`src/motion_stop_control_regs.vh`:
```
`ifndef MOTION_STOP_CONTROL_REGS_VH
`define MOTION_STOP_CONTROL_REGS_VH
// ----------------------------------------
// Function select codes (2 bits)
// ----------------------------------------
`define FUNC_NONE 2'h0
`define FUNC_EMERGENCY 2'h1
`define FUNC_DECEL_STOP 2'h2
`define FUNC_TEMP_STOP 2'h3
// ----------------------------------------
// Operation kinds (2 bits)
// ----------------------------------------
`define OP_STEP 2'h0
`define OP_JOG 2'h1
`define OP_HOMING 2'h2
// ----------------------------------------
// Widths
// ----------------------------------------
`define POINT_W 6
`define DECEL_W 16
// ----------------------------------------
// Shared output select
// ----------------------------------------
`define SHARED_SEL_DONE 1'b0
`define SHARED_SEL_DECEL 1'b1
`endif

```
`src/motion_stop_control.v`:
```
`include "motion_stop_control_regs.vh"
module motion_stop_control (
   input wire i_clk_sys,
   input wire i_reset_n,
   input wire i_multifunction_input_a,
   input wire i_multifunction_input_b,
   input wire i_start_strobe_input,
   input wire [1:0] i_input_a_function_select,
   input wire [1:0] i_input_b_function_select,
   input wire i_input_a_logic_select,
   input wire i_input_b_logic_select,
   input wire i_shared_output_select,
   input wire [`DECEL_W-1:0] i_emergency_decel_time,
   input wire [`DECEL_W-1:0] i_mode_decel_time,
   input wire [1:0] i_start_kind,
   input wire [`POINT_W-1:0] i_point_select_inputs,
   input wire i_motion_done,
   input wire i_motion_stopped,
   output reg o_motion_start,
   output reg o_motion_decel,
   output reg [`DECEL_W-1:0] o_decel_time,
   output reg [`POINT_W-1:0] o_target_point,
   output reg o_in_operation,
   output reg o_shared_output,
   output reg [`POINT_W-1:0] o_current_point_outputs
);
   // ----------------------------------------
   // Synchronisers
   // ----------------------------------------
   reg [2:0] sync_1;
   reg [2:0] sync_2;
   reg strobe_prev;
   always @(posedge i_clk_sys or negedge i_reset_n) begin
      if (!i_reset_n) begin
         sync_1 <= 3'h0;
         sync_2 <= 3'h0;
         strobe_prev <= 1'b0;
      end else begin
         sync_1 <= {i_start_strobe_input, i_multifunction_input_b, i_multifunction_input_a};
         sync_2 <= sync_1;
         strobe_prev <= sync_2[2];
      end
   end

   // ----------------------------------------
   // Input decode
   // ----------------------------------------
   wire act_a = sync_2[0] ^ i_input_a_logic_select;
   wire act_b = sync_2[1] ^ i_input_b_logic_select;
   wire emerg = (act_a && i_input_a_function_select == `FUNC_EMERGENCY) ||
                (act_b && i_input_b_function_select == `FUNC_EMERGENCY);
   wire dstop = (act_a && i_input_a_function_select == `FUNC_DECEL_STOP) ||
                (act_b && i_input_b_function_select == `FUNC_DECEL_STOP);
   wire tstop = (act_a && i_input_a_function_select == `FUNC_TEMP_STOP) ||
                (act_b && i_input_b_function_select == `FUNC_TEMP_STOP);
   wire strobe_rise = sync_2[2] && !strobe_prev;

   // ----------------------------------------
   // Control state machine
   // ----------------------------------------
   localparam [2:0] ST_IDLE = 3'h0;
   localparam [2:0] ST_RUN = 3'h1;
   localparam [2:0] ST_STOPPING = 3'h2;
   localparam [2:0] ST_PAUSING = 3'h3;
   localparam [2:0] ST_PAUSED = 3'h4;

   reg [2:0] state;
   reg [1:0] run_kind;
   reg emerg_phase;
   reg held_valid;
   reg [`POINT_W-1:0] held_point;
   reg [`POINT_W-1:0] run_point;

   always @(posedge i_clk_sys or negedge i_reset_n) begin
      if (!i_reset_n) begin
         state <= ST_IDLE;
         run_kind <= `OP_STEP;
         emerg_phase <= 1'b0;
         held_valid <= 1'b0;
         held_point <= {`POINT_W{1'b0}};
         run_point <= {`POINT_W{1'b0}};
         o_motion_start <= 1'b0;
         o_motion_decel <= 1'b0;
         o_decel_time <= {`DECEL_W{1'b0}};
         o_target_point <= {`POINT_W{1'b0}};
         o_in_operation <= 1'b1;
         o_current_point_outputs <= {`POINT_W{1'b0}};
      end else begin
         o_motion_start <= 1'b0;
         o_motion_decel <= 1'b0;
         // Stops resolved before any start is looked at
         if ((emerg || dstop) && state != ST_IDLE && !(state == ST_STOPPING && emerg_phase)) begin
            if (emerg) begin
               o_motion_decel <= 1'b1;
               // Already braking: no second ramp
               if (state == ST_STOPPING || state == ST_PAUSING)
                  o_decel_time <= {`DECEL_W{1'b0}};
               else
                  o_decel_time <= i_emergency_decel_time;
               emerg_phase <= 1'b1;
               state <= ST_STOPPING;
            end else if (state == ST_RUN || state == ST_PAUSED) begin
               o_motion_decel <= (state == ST_RUN);
               // Paused motor is already still: time only issued with a ramp
               if (state == ST_RUN)
                  o_decel_time <= i_mode_decel_time;
               emerg_phase <= 1'b0;
               state <= ST_STOPPING;
            end
            held_valid <= 1'b0;
         end else begin
            case (state)
               ST_IDLE: begin
                  o_in_operation <= 1'b1;
                  // Starts dropped while an emergency or deceleration stop input is active
                  if (emerg || dstop) begin
                     // A held step must not outlive a hard stop
                     held_valid <= 1'b0;
                  end else if (strobe_rise) begin
                     if (tstop) begin
                        if (i_start_kind == `OP_STEP) begin
                           held_valid <= 1'b1;
                           held_point <= i_point_select_inputs;
                        end
                     end else begin
                        o_motion_start <= 1'b1;
                        o_target_point <= i_point_select_inputs;
                        run_point <= i_point_select_inputs;
                        run_kind <= i_start_kind;
                        o_in_operation <= 1'b0;
                        state <= ST_RUN;
                     end
                  end else if (held_valid && !tstop) begin
                     o_motion_start <= 1'b1;
                     o_target_point <= held_point;
                     run_point <= held_point;
                     run_kind <= `OP_STEP;
                     held_valid <= 1'b0;
                     o_in_operation <= 1'b0;
                     state <= ST_RUN;
                  end
               end
               ST_RUN: begin
                  if (tstop) begin
                     o_motion_decel <= 1'b1;
                     o_decel_time <= i_mode_decel_time;
                     emerg_phase <= 1'b0;
                     // Jog and homing cannot resume
                     state <= (run_kind == `OP_STEP) ? ST_PAUSING : ST_STOPPING;
                  end else if (i_motion_done) begin
                     o_current_point_outputs <= run_point;
                     o_in_operation <= 1'b1;
                     state <= ST_IDLE;
                  end
               end
               ST_STOPPING: begin
                  if (i_motion_stopped) begin
                     o_in_operation <= 1'b1;
                     emerg_phase <= 1'b0;
                     // Point outputs untouched: keep pre-decel value
                     state <= ST_IDLE;
                  end
               end
               ST_PAUSING: begin
                  // Full stop first even if released early
                  if (i_motion_stopped)
                     state <= ST_PAUSED;
               end
               ST_PAUSED: begin
                  if (!tstop) begin
                     o_motion_start <= 1'b1;
                     o_target_point <= run_point;
                     state <= ST_RUN;
                  end
               end
               default: state <= ST_IDLE;
            endcase
         end
      end
   end

   // ----------------------------------------
   // Shared output
   // ----------------------------------------
   wire decelerating = (state == ST_STOPPING) || (state == ST_PAUSING);
   wire done = (state == ST_IDLE) || (state == ST_PAUSED);
   always @(posedge i_clk_sys or negedge i_reset_n) begin
      if (!i_reset_n)
         o_shared_output <= 1'b0;
      else
         o_shared_output <= (i_shared_output_select == `SHARED_SEL_DECEL) ? decelerating : done;
   end
endmodule // motion_stop_control

```
`config.mk`:
```
export PLATFORM = sky130hd
export DESIGN_NAME = motion_stop_control
export DESIGN_NICKNAME = d
export VERILOG_FILES = /design/src/motion_stop_control.v
export VERILOG_INCLUDE_DIRS = /design/src
export SDC_FILE = /design/constraint.sdc
export NUM_CORES = 1
export LEC_CHECK = 0
export ABC_CLOCK_PERIOD_IN_PS = 2100
export BUFFER_PORTS_ARGS = -buffer_cell sky130_fd_sc_hd__buf_2
export CAP_MARGIN = 20
export CELL_PAD_IN_SITES_DETAIL_PLACEMENT = 0
export CELL_PAD_IN_SITES_GLOBAL_PLACEMENT = 1
export CORE_MARGIN = 5
export CORE_UTILIZATION = 40
export DETAILED_ROUTE_END_ITERATION = 7
export PLACE_DENSITY = 0.81
export SKIP_CTS_REPAIR_TIMING = 1
export SLEW_MARGIN = 20
export SYNTH_ARGS = -nofsm -noshare
export SYNTH_HDL_FRONTEND = slang
export SYNTH_SLANG_ARGS = --single-unit
```
`constraint.sdc`:
```
create_clock -name i_clk_sys -period 2.1 [get_ports i_clk_sys]
set_clock_uncertainty 0.05 [all_clocks]
set_input_delay 0.21 -clock i_clk_sys [delete_from_list [all_inputs] [get_ports i_clk_sys]]
set_output_delay 0.21 -clock i_clk_sys [all_outputs]
set_load 0.01 [all_outputs]
```
---- Word-level counts from Yosys, hierarchy flattened ----
Index checks and enable logic that the tools add are counted.
operators by class
  add/subtract/negate cells ............... 0
  $mul .................................... 0
  divide/modulo/power cells ............... 0
  order comparisons ....................... 0
  equal/unequal tests ..................... 27
  shift operators ......................... 0
  mux-type cells .......................... 61
  bitwise logic cells ..................... 5
  reduce and logical (&&, ||, !) cells .... 43
operators by type and width
  cell                                                    number
  two-way mux 16 bit                                      7
  two-way mux 3 bit                                       11
  two-way mux 1 bit                                       30
  two-way mux 6 bit                                       5
  inequality test 3 bit (second input constant)           6
  AND reduction 6 bit                                     3
  AND reduction 4 bit                                     4
  one-hot mux 3 bit (5 select lines)                      1
  inequality test 2 bit (second input constant)           6
  one-hot mux 6 bit (2 select lines)                      1
  nonzero test 2 bit                                      6
  logical AND 1 bit                                       11
  AND reduction 5 bit                                     2
  nonzero test 3 bit                                      3
  == test 2 bit (second input constant)                   4
  inequality test 4 bit (second input constant)           2
  logical OR 1 bit                                        7
  == test 3 x 2 -> 1 bit (second input constant)          2
  two-way mux 2 bit                                       3
  == test 2 x 1 -> 1 bit (second input constant)          2
  logical NOT 2 bit                                       2
  inequality test 4 x 1 -> 1 bit (second input constant)  1
  inequality test 4 x 2 -> 1 bit (second input constant)  1
  one-hot mux 1 bit (2 select lines)                      2
  9 further kinds                                         14
storage, ports and cells
  register bits after elaboration ......... 58
  latch bits .............................. 0
  memory bits (writable) .................. 0
  memory bits (read-only) ................. 0
  input bits .............................. 54
  output and inout port bits .............. 32
  logic and storage cells ................. 152
  memories ................................ 0

---- Depth between registers and ports, before layout ----
Gate-level depths: netlist of the first run.
  word-level depth ........................ 10
  mapped depth ............................ 7
  gate-level depth less buffers ........... 5

---- Worst setup path after synthesis of the first run ----
Ideal clock, no wire load.
  path kind ............................... register -> register
  start ................................... register sync_2[1]
  end ..................................... register o_decel_time[10]
  setup time .............................. 125 ps
  arrival ................................. 1717 ps
  required time ........................... 1925 ps
  slack ................................... 208 ps
  cell stages (with the launch flop) ...... 7
  path buffers ............................ 1
  period minus slack after synthesis ...... 1892 ps
  cell sequence ........................... dfrtp_1 > xnor2_1 > o22ai_4 > a21oi_2 > o21ai_4 > buf_8 > mux2_4
on the way
  longest elaborated chain between the ends .. 8
  elaborated cells between the ends (all ways) .. 17
  those cells by class .................... eq/ne: 1; mux: 2; bitwise: 1; reduce/logical: 13
RTL lines
  item                                                                                          line                                                RTL
  start, declared                                                                               motion_stop_control.v:31                            reg [2:0] sync_2;
  start signal, assigned                                                                        motion_stop_control.v:40                            sync_2 <= sync_1;
  XOR 1 bit (*)                                                                                 motion_stop_control.v:49                            wire act_b = sync_2[1] ^ i_input_b_logic_select;
  logical AND 1 bit (no source line)                                                            -
  logical OR 1 bit, on equally long branches                                                    motion_stop_control.v:50, motion_stop_control.v:52
  logical OR 1 bit                                                                              motion_stop_control.v:92                            if ((emerg || dstop) && state != ST_IDLE && !(state == ST_STOPPING && emerg_phase)) begin
  logical AND 1 bit (2 in series)                                                               motion_stop_control.v:92
  inequality test 3 x 2 -> 1 bit (no source line) / nonzero test 2 bit (equally long branches)  -
  AND reduction 4 bit (no source line)                                                          -
  end signal, assigned                                                                          motion_stop_control.v:97                            o_decel_time <= {`DECEL_W{1'b0}};
  end signal, assigned                                                                          motion_stop_control.v:99                            o_decel_time <= i_emergency_decel_time;
  end signal, assigned                                                                          motion_stop_control.v:106                           o_decel_time <= i_mode_decel_time;
  end, declared                                                                                 motion_stop_control.v:21                            output reg [`DECEL_W-1:0] o_decel_time,
Mark *: on every way between the ends. The rest lies on a longest branch, timed or not.
A chain may end at the register's enable or synchronous reset.

---- Worst setup path after layout of the first run ----
  start ................................... register sync_2[1]
  end ..................................... register o_decel_time[11]
Same word-level chain as after synthesis.

==> results.txt, run 1 <==
* Status: completed
* CP Data Arrival Time: roughly 2.1 ns
* Number of placement rows: 31
- Area added between synthesis and finish: 26.95%
- The total count of max-transition violations in the final report came to 0.
- In the final design database the tool counted between 400 and 500 nets.
- For the pin with the worst max-slew slack, the measured transition is 0.5524 ns.
- Synthesized netlist cell count: 260
* Half-perimeter wire length after detailed placement: about 5 mm
- The die covers about 9000 sq um.
- Commonest non-fill, non-tap cell in the layout: sky130_fd_sc_hd__buf_2
- Post-synthesis average cell area: 11.25 sq um
- In the final timing run, aggregate negative setup slack is 0 ns.
- Number of levels in the clock H-tree: 3
- Post-synth design cell area: a little under 3000 sq um
* Peak supply drop: 0.5104 mV
* Period minus WS final: a little under 2 ns
* Crit Path Max Fanout: 17
- Final standard cell count with taps included and fillers excluded: between 400 and 500
- Boundary Pins: 86
- Proportion of register bits with asynchronous set or reset after synthesis: 100.0%
* Diodes inserted: 0
* First-pass GRT wire length: roughly 11 mm
* Critical Path RT: approximately 2.3 ns
- Total wire length: between 6 and 7 mm
- Remaining DRCs: 0
- EDFF count, synth: 0
* RSZ-0062 raised after global routing: no
* Vias after detailed routing: roughly 2200
- In the routed layout, each cell is associated on average with a via count of about 4.8.
- Register area share after synthesis: 49.66%
- Global routing consumed, over all layers together, roughly 16% of the routing resources.
- Number of endpoints with negative hold slack in the final report: 0
- The via count of the first global-routing pass came to between 2000 and 2500.
- In this run, the number of DRC markers left after iteration 0 of detailed routing was between 50 and 60.
- After synthesis, the netlist uses 46 different library cells.
- TritonCTS built the clock tree.
- Cts bufs inserted: 9
* Die height: around 96 microns
- The count of nets left with antenna violations once routing finished came out at 0.
* WL/cell: between 10 and 15 microns
- In this run the clock root is driven by a sky130_fd_sc_hd__clkbuf_8.
- Measured along the x axis, the die boundary spans between 90 and 100 microns.
- Number of storage elements in the synthesis netlist: between 50 and 60
* Category of the worst setup path launch point: flop
* Fmax: ~520 MHz
- Total of warnings raised by yosys: 0
* Global-route congestion overflow total: 0
* Share of the cycle needed by the critical path after routing: 92.12%
* Placed instance count: roughly 450
- Summed over all instances, the cell type with the most area after synthesis is sky130_fd_sc_hd__dfrtp_1.
- Once the floorplan was initialized, standard cells occupied ~41% of the core.
- The congestion estimate from routability-driven global placement came to ~0.92.
- Max-cap violation count: 0
- Worst hold path type: in2reg
* Ratio of cells with drive above 1 in the final layout: 42.42%
- Leakage: between 1.5 and 2 nW
* Most frequent cells in the layout: sky130_fd_sc_hd__buf_2, sky130_fd_sc_hd__dfrtp_1, sky130_fd_sc_hd__mux2_2
- The worst setup path is captured at a flop.
- Largest net degree at the start of global routing: 36
* Initial antenna violation count: 0
* Final setup violation count: 0
* Top area cells in the synthesized netlist: sky130_fd_sc_hd__dfrtp_1, sky130_fd_sc_hd__mux2_2, sky130_fd_sc_hd__mux2i_1, sky130_fd_sc_hd__mux2_4, sky130_fd_sc_hd__nand2_1
* Number of sinks driven by the clock tree: 58
- For this design the ratio of total power to cell area is around 1200 nW/um^2.
- The count of buffers added on input and output ports is 85.
- Area share of the largest cell type after synthesis: between 40 and 50%
- Across all hold checks on the routed design, the worst slack comes to 0.08207 ns.
* Net count after synthesis: between 300 and 400
- Slew HR: 63.17%
- The clock passes through at most 2 buffers.
* Clock insertion delay at the later pin of the skew report: between 0.3 and 0.4 ns
* Critical Setup Path Class: reg2reg
* Area of the placeable core: approximately 7200 sq um
* Clock transition at the registers of the reported paths: about 0.06 ns
- The most used flip-flop cell after synthesis is sky130_fd_sc_hd__dfrtp_1.
* Drt first pass iters: 4
==> worst paths after layout <==
path | start | end | slack (ns) | cells past startpoint
max reg2reg | sync_2[1] | o_decel_time[11] | 0.17 | 6
min in group asynchronous | i_reset_n | o_target_point[2] | 0.36 | 2
max in group asynchronous | i_reset_n | o_in_operation | 1.00 | 3
min | i_start_kind[1] | run_kind[1] | 0.08 | 3
min reg2reg | sync_1[2] | sync_2[2] | 0.30 | 0
max | sync_2[1] | o_decel_time[11] | 0.17 | 6
==> through the flow <==
step / total power [mW] / util, % / area (sq um) / setup slack (ns)
after floorplan: 3.157 / - / 2925 / 0.2077
after global placement: 3.811 / 49.14 / 3526 / 0.1625
after detailed placement: 3.861 / 49.14 / 3526 / 0.1352
after CTS: 4.672 / 51.09 / 3666 / 0.1079
after global routing: 4.975 / 51.75 / 3714 / 0.03002
final: 4.611 / 51.75 / 3714 / 0.1655
==> metal layers <==
metal  vias to the layer above  routed length, microns  global-route usage, %
met5                         -                       0                      0
met4                         0                     105                  8.175
li1                       1099                       -                      -
met3                         8                     281                  3.315
met2                        56                    3240                  25.42
met1                      1060                    2961                  19.96
==> flip-flops by register name, summed over array words and instances, names as in the netlist, 2 cells and up <==
register and count:
o_decel_time 16, run_kind 2, run_point 6, o_target_point 6, o_current_point_outputs 6, sync_2 3, sync_1 3, state 3
held_point 6
==> cell type report <==
type                       count  area (sq um)
fill                         669          3462
sequential                    58          1453
multi-input combinational    169          1330
timing repair buffer         102         588.1
clock buffer                  12         135.1
tap                           99         123.9
inverter                      21         78.83
clock inverter                 1         5.005
==> worst max-delay path, stage by stage (launching register included) <==
cell	delay, ns
sky130_fd_sc_hd__dfrtp_1	0.40
sky130_fd_sc_hd__xnor2_1	0.19
sky130_fd_sc_hd__o22ai_4	0.36
sky130_fd_sc_hd__a21oi_2	0.14
sky130_fd_sc_hd__o21ai_4	0.16
sky130_fd_sc_hd__buf_12	0.18
sky130_fd_sc_hd__mux2_2	0.34
==> synthesized netlist by cell type (3+ instances only) <==
library cell               count
sky130_fd_sc_hd__xnor2_1       5
sky130_fd_sc_hd__a21oi_1       9
sky130_fd_sc_hd__dfrtp_1      57
sky130_fd_sc_hd__nor2_1       15
sky130_fd_sc_hd__a32o_1        3
sky130_fd_sc_hd__inv_1        21
sky130_fd_sc_hd__mux2_2       26
sky130_fd_sc_hd__nor3_2        3
sky130_fd_sc_hd__clkbuf_1      5
sky130_fd_sc_hd__buf_4         3
sky130_fd_sc_hd__o21ai_0      12
sky130_fd_sc_hd__buf_2         3
sky130_fd_sc_hd__mux2i_1      22
sky130_fd_sc_hd__mux2_4        9
sky130_fd_sc_hd__nand3_1       6
sky130_fd_sc_hd__nand2_1      25
==> report_power, final <==
part	internal [mW]	total, mW	switching [mW]
Sequential	1.56	1.82	0.258
Combinational	1.02	2.01	0.988
Clock	0.407	0.787	0.381
Total	2.98	4.61	1.63
==> logic make-up (layout without fill, tap and decap cells) <==
kind of cell,after synthesis,in the layout,synth area share [%]
buf+inv,33,136,5.132
flops,58,58,49.66
compound gates,43,43,10.74
xor+xnor,7,7,2.096
simple gates,62,62,10.22
mux,57,57,22.16
No activity file was read; power rests on OpenSTA's default activity.
==> run 2: changes to the inputs <==
--- a/config.mk
+++ b/config.mk
@@ -13,8 +13,9 @@
 export CELL_PAD_IN_SITES_GLOBAL_PLACEMENT = 1
 export CORE_MARGIN = 5
 export CORE_UTILIZATION = 40
+export CTS_BUF_LIST = sky130_fd_sc_hd__clkbuf_4 sky130_fd_sc_hd__clkbuf_8 sky130_fd_sc_hd__clkbuf_16
 export DETAILED_ROUTE_END_ITERATION = 7
-export PLACE_DENSITY = 0.81
+export PLACE_DENSITY_LB_ADDON = 0.08
 export SKIP_CTS_REPAIR_TIMING = 1
 export SLEW_MARGIN = 20
 export SYNTH_ARGS = -nofsm -noshare
==> results.txt, run 2 (same netlist as run 1, synthesis figures left out) <==
- Slew HR: around 66%
* Crit Path Max Fanout: 7
* Aggregate global-route resource usage: 15.91%
- Period minus WS final: between 1.5 and 2 ns
- Final setup violation count: 0
* Multi-input logic area: between 1000 and 1500 sq um
- WL/cell: around 15 microns
- Setup total negative slack on the finished layout was measured at 0 ns.
- The register with the most flip-flops in the layout has 16 of them.
- For this configuration, the core starts out at a cell density of between 40% and 50%.
- Once detail routing completed, the nets flagged for antenna violations numbered 0.
- From synthesis to final layout, the design area changed by 30.20%.
- Cts bufs inserted: 9
* Initial antenna violation count: 0
* Half-perimeter wire length after detailed placement: just under 5 mm
- Status: completed
- Drt first pass iters: 4
- Wires add up to between 6 and 7 mm.
* Die height: approximately 96 microns
- For this design, the sink count on the clock tree is between 50 and 60.
* Vias/cell: roughly 4.7
- Boundary Pins: 86
- Cells fill 53.08% of the core in the end.
- CP Data Arrival Time: 2.08 ns
* Max-cap violation count: 0
- Counting flops per register, the top entry is o_decel_time.
- First-pass GRT wire length: roughly 11 mm
* Clock transition at the registers of the reported paths: ~0.07 ns
- STA classifies the critical path endpoint as a flop.
- Leakage: 1.957 nW
- The via count of the first global-routing pass came to roughly 2200.
- For this run, the top clock speed supported by timing is between 500 and 600 MHz.
* Sequential cell area: 1453 sq um
- Chip Width: roughly 96 microns
* Die Outline Area: just over 9000 sq um
- The critical path is of the reg2reg type.
- The floorplan has 31 rows.
* Number of max-slew violations in the final report: 0
- At the pin with the least slew margin, the transition time is 0.5136 ns.
* Diodes inserted: 0
- Worst hold path type: in2reg
- OpenSTA, run right after detailed placement, puts the worst setup slack at 0.1645 ns.
- The tree is rooted in a sky130_fd_sc_hd__clkbuf_8.
* Routability congestion estimate from global placement: around 0.79
- Global-route congestion overflow total: 0
- In this run the power density over the cells is 1311 nW/um^2.
* Share of the cycle needed by the critical path after routing: 91.94%
- Setup slack on the critical path of the routed design comes to about 0.17 ns.
- Drt initial violations: 98
- CTS built an H-tree with a depth of 3.
- Fillcell total: 650
* Count of input and output buffers: 85
- Vias after detailed routing: 2211
* TritonCTS clock tree: done
- Entering global routing, the biggest net connects 40 pins.
* Clock insertion delay at the later pin of the skew report: between 0.3 and 0.4 ns
- Of the cells placed in the final design, the portion with a size suffix greater than 1 is a little over two fifths.
* Area of the placeable core: 7176 sq um
- Commonest non-fill, non-tap cell in the layout: sky130_fd_sc_hd__buf_2
- For this run, the post-layout net count is 416.
* RSZ-0062 raised after global routing: no
- In the routed design, unresolved DRC markers number 0.
- In the layout the commonest cells are sky130_fd_sc_hd__buf_2, sky130_fd_sc_hd__dfrtp_1, sky130_fd_sc_hd__mux2_2.
- The final-report hold violation count came to 0.
* Category of the worst setup path launch point: flop
- Number of buffers on the longest clock path: 2
- Critical Path RT: approximately 2.3 ns
- Across the VDD grid, the largest voltage drop is about 0.55 mV.
-- run 2: per-stage QoR --
step | hold slack, ns | std cells | instance area (sq um) | total power [mW]
finish | 0.07824 | 466 | 3809 | 4.992
global placement | 0.1582 | 446 | 3546 | 3.876
floorplan | -0.1356 | 260 | 2925 | 3.157
global route | 0.06422 | 466 | 3809 | 5.377
CTS | -0.1987 | 462 | 3769 | 5.070
detailed placement | 0.1623 | 446 | 3546 | 3.897
-- run 2: power by group --
group          leakage (nW)  internal, mW  switching, mW
Combinational          1.13          1.04          0.990
Clock                 0.113         0.710          0.436
Sequential            0.717          1.56          0.255
Total                  1.96          3.31           1.68
-- run 2: final cells by class --
cell class / instances / area share, %
sequential: 58 / 38.14
multi-input combinational: 169 / 34.72
timing repair buffer: 103 / 15.97
clock buffer: 11 / 3.811
tap: 99 / 3.252
inverter: 21 / 2.070
clock inverter: 5 / 2.037
-- run 2: metal layers --
layer  share of wire (%)  wire, microns  GRT usage (%)
met5                   0              0              0
met4                 1.6            111          7.464
met3                 6.1            413          4.183
met2                  48           3217          25.60
met1                  45           3015          19.92
-- run 2: worst paths after layout --
kind	from	endpoint	slack (ns)	cells after the start
worst max register to register	sync_2[0]	o_current_point_outputs[0]	0.17	5
min in group asynchronous	i_reset_n	state[2]	0.33	2
worst min-delay path	i_start_kind[0]	run_kind[0]	0.08	3
worst min register to register	sync_1[2]	sync_2[2]	0.30	0
max in group asynchronous	i_reset_n	o_decel_time[2]	1.08	3
worst max-delay path	sync_2[0]	o_current_point_outputs[0]	0.17	5
-- run 2: worst max-delay path: stages (launching register included) --
cell and delay (ns):
sky130_fd_sc_hd__dfrtp_1 0.40, sky130_fd_sc_hd__xnor2_1 0.33, sky130_fd_sc_hd__o22ai_4 0.18, sky130_fd_sc_hd__a21oi_2 0.24, sky130_fd_sc_hd__nand3_1 0.27, sky130_fd_sc_hd__mux2_2 0.35
==> run 3: changes to the inputs <==
--- a/config.mk
+++ b/config.mk
@@ -9,10 +9,10 @@
 export ABC_CLOCK_PERIOD_IN_PS = 2100
 export BUFFER_PORTS_ARGS = -buffer_cell sky130_fd_sc_hd__buf_2
 export CAP_MARGIN = 20
-export CELL_PAD_IN_SITES_DETAIL_PLACEMENT = 0
-export CELL_PAD_IN_SITES_GLOBAL_PLACEMENT = 1
+export CELL_PAD_IN_SITES_DETAIL_PLACEMENT = 1
+export CELL_PAD_IN_SITES_GLOBAL_PLACEMENT = 2
 export CORE_MARGIN = 5
-export CORE_UTILIZATION = 40
+export CORE_UTILIZATION = 32
 export CTS_BUF_LIST = sky130_fd_sc_hd__clkbuf_4 sky130_fd_sc_hd__clkbuf_8 sky130_fd_sc_hd__clkbuf_16
 export DETAILED_ROUTE_END_ITERATION = 7
 export PLACE_DENSITY_LB_ADDON = 0.08
==> results.txt, run 3 (same netlist as run 1, synthesis figures left out) <==
- Status: completed
- The H-tree was split into 3 levels.
- In this run, the number of DRC markers left after iteration 0 of detailed routing was 42.
* Period minus WS final: between 1.5 and 2 ns
- At the pin with the least slew margin, the transition time is around 0.48 ns.
- Routability congestion estimate from global placement: about 0.8
- Fraction of power spent switching nets: between 30% and 40%
- 0 antenna diodes ended up in the layout.
* Final setup violation count: 0
* Crit Path Max Fanout: 17
- Initial antenna violation count: 0
- Clock transition at the registers of the reported paths: around 0.070 ns
- Derived from the worst setup path, the maximum achievable clock frequency is between 500 and 600 MHz.
- Boundary Pins: 86
- The routed design has 7.698 mm of wire.
- Number of placement rows: 34
- TritonCTS built the clock tree.
* Worst-case reg-to-reg path depth: 7
* Chip Width: roughly 110 microns
- After layout, the worst path uses a little over nine tenths of the clock period.
- Area of the placeable core: a little under 9000 sq um
- Vias/cell: roughly 4.8
* Critical Path Start: sync_2[0]
- The endpoint identified for the worst register-to-register timing path is o_decel_time[1].
* Critical Path RT: approximately 2.3 ns
- In this run, flip-flops and latches consume a little over a third of the power.
* Number of max-slew violations in the final report: 0
- Worst reg2reg path startpoint: sync_2[0]
* Clock insertion delay at the later pin of the skew report: 0.33 ns
* Category of the worst setup path launch point: flop
- In the final routed layout, each cell accounts on average for approximately 16 microns.
- No sink is reached through more buffers than the 2 on the longest clock path.
* Max FFs per register: 16
* Internal power of the cells: ~3.4 mW
* Capturing instance or port of the critical path: o_decel_time[1]
* Setup TNS: 0 ns
- The final-report hold violation count was 0.
- Peak supply drop: around 0.45 mV
- Max-cap violation count: 0
- In this run the remaining antenna-violating nets after routing total 0.
- Per report_power, the clock group accounts for a little under a quarter of the total.
* PnR Total Power: just over 5 mW
- Switching Power: around 1.8 mW
- With fillers left out, the area of the finished cells amounts to ~3900 sq um.
- For this design, the sink count on the clock tree is between 50 and 60.
* Remaining DRCs: 0
- Placed standard-cell area: between 3000 and 4000 sq um
- The area growth from synthesis to layout is 34.05%.
- Most frequent cells in the layout: sky130_fd_sc_hd__buf_2, sky130_fd_sc_hd__dfrtp_1, sky130_fd_sc_hd__mux2_2
* Vias after detailed routing: around 2300
* Power per standard cell area: 1321 nW/um^2
- The via count of the first global-routing pass was 2475.
- The pre-antenna-repair detailed-routing pass consisted of 4 iterations.
- Critical Setup Path Class: reg2reg
- Starting density of the core: about 33%
* R2R Setup Slk: roughly 0.12 ns
- Largest register by flop count: o_decel_time
- The first global-routing pass estimated about 12 mm of wire.
- Cts bufs inserted: 9
- Aggregate global-route resource usage: between 10% and 20%
- CP Data Arrival Time: ~2.2 ns
- Commonest non-fill, non-tap cell in the layout: sky130_fd_sc_hd__buf_2
* Largest net degree at the start of global routing: 23
* Combinational power share: between 40% and 50%
- Worst Hold Slack: slightly below 0.07 ns
- The cell sitting at the root of the clock tree is a sky130_fd_sc_hd__clkbuf_8.
* Half-perimeter wire length after detailed placement: 5.828 mm
- In this run the static leakage power is approximately 2.0 nW.
* RSZ-0062 raised after global routing: no
- After global routing the overflow that remains totals 0.
- Count of input and output buffers: 85
- Of the cells placed in the final design, the portion with a size suffix greater than 1 is between 40% and 50%.
- In the final design database the tool counted 424 nets.
- The die covers ~11000 sq um.
- Slew HR: between 60% and 70%
- Worst hold path type: in2reg
- Die height: around 110 microns
* Critical path endpoint category: flop
[run 3: changes by cell type in the layout (fill, tap and decap cells not counted), sizes merged]
cell / delta
buf: +8
clkbuf: +1
clkinv: -1
[run 3: area by class of cell]
type / instances / area (sq um)
fill: 1003 / 4885
clock buffer: 12 / 165.2
tap: 108 / 135.1
timing repair buffer: 111 / 680.7
clock inverter: 4 / 72.57
sequential: 58 / 1453
inverter: 21 / 78.83
multi-input combinational: 169 / 1336
[run 3: metal layers]
layer	vias to the layer above	share of wire, %	wire length (microns)	GRT usage (%)
met3	7	5.2	402	5.379
met2	49	51	3910	24.18
met4	0	1.0	80	4.533
met5	-	0	0	0
met1	1121	43	3303	17.20
li1	1121	-	-	-
[run 3: critical path, cell delays in order, from the launching register on]
cell,delay (ns)
sky130_fd_sc_hd__dfrtp_1,0.40
sky130_fd_sc_hd__xnor2_1,0.13
sky130_fd_sc_hd__buf_4,0.15
sky130_fd_sc_hd__o22ai_4,0.29
sky130_fd_sc_hd__a21oi_2,0.15
sky130_fd_sc_hd__o21ai_4,0.16
sky130_fd_sc_hd__buf_12,0.18
sky130_fd_sc_hd__mux2_2,0.35
[run 3: power by group through the flow]
stage	clock network (mW)	registers [mW]	logic, mW
2_1_floorplan	0	1.91	1.25
3_3_place_gp	0	1.83	2.16
3_5_place_dp	0	1.84	2.18
4_1_cts	1.26	1.83	2.19
5_1_grt	1.32	1.88	2.36
6_report	1.21	1.82	2.15
[run 3: stage by stage]
| step | worst slack (ns) | util [%] | cells |
|---|---|---|---|
| 2_1_floorplan | 0.2077 | - | 260 |
| 3_3_place_gp | 0.1136 | 41.22 | 463 |
| 3_5_place_dp | 0.05649 | 41.22 | 463 |
| 4_1_cts | 0.03172 | 43.92 | 479 |
| 5_1_grt | 0.05178 | 44.53 | 483 |
| 6_report | 0.1207 | 44.53 | 483 |
[run 3: worst min-delay path by stage]
stage | to | cells past startpoint | slack [ns] | start
after floorplan | emerg_phase | 0 | -0.14 | i_reset_n
after detailed placement | held_point[3] | 1 | 0.16 | i_reset_n
after global placement | o_target_point[3] | 1 | 0.15 | i_reset_n
after global routing | held_point[4] | 2 | 0.04 | i_point_select_inputs[4]
after CTS | held_point[3] | 1 | -0.22 | i_reset_n
final | run_kind[0] | 3 | 0.07 | i_start_kind[0]
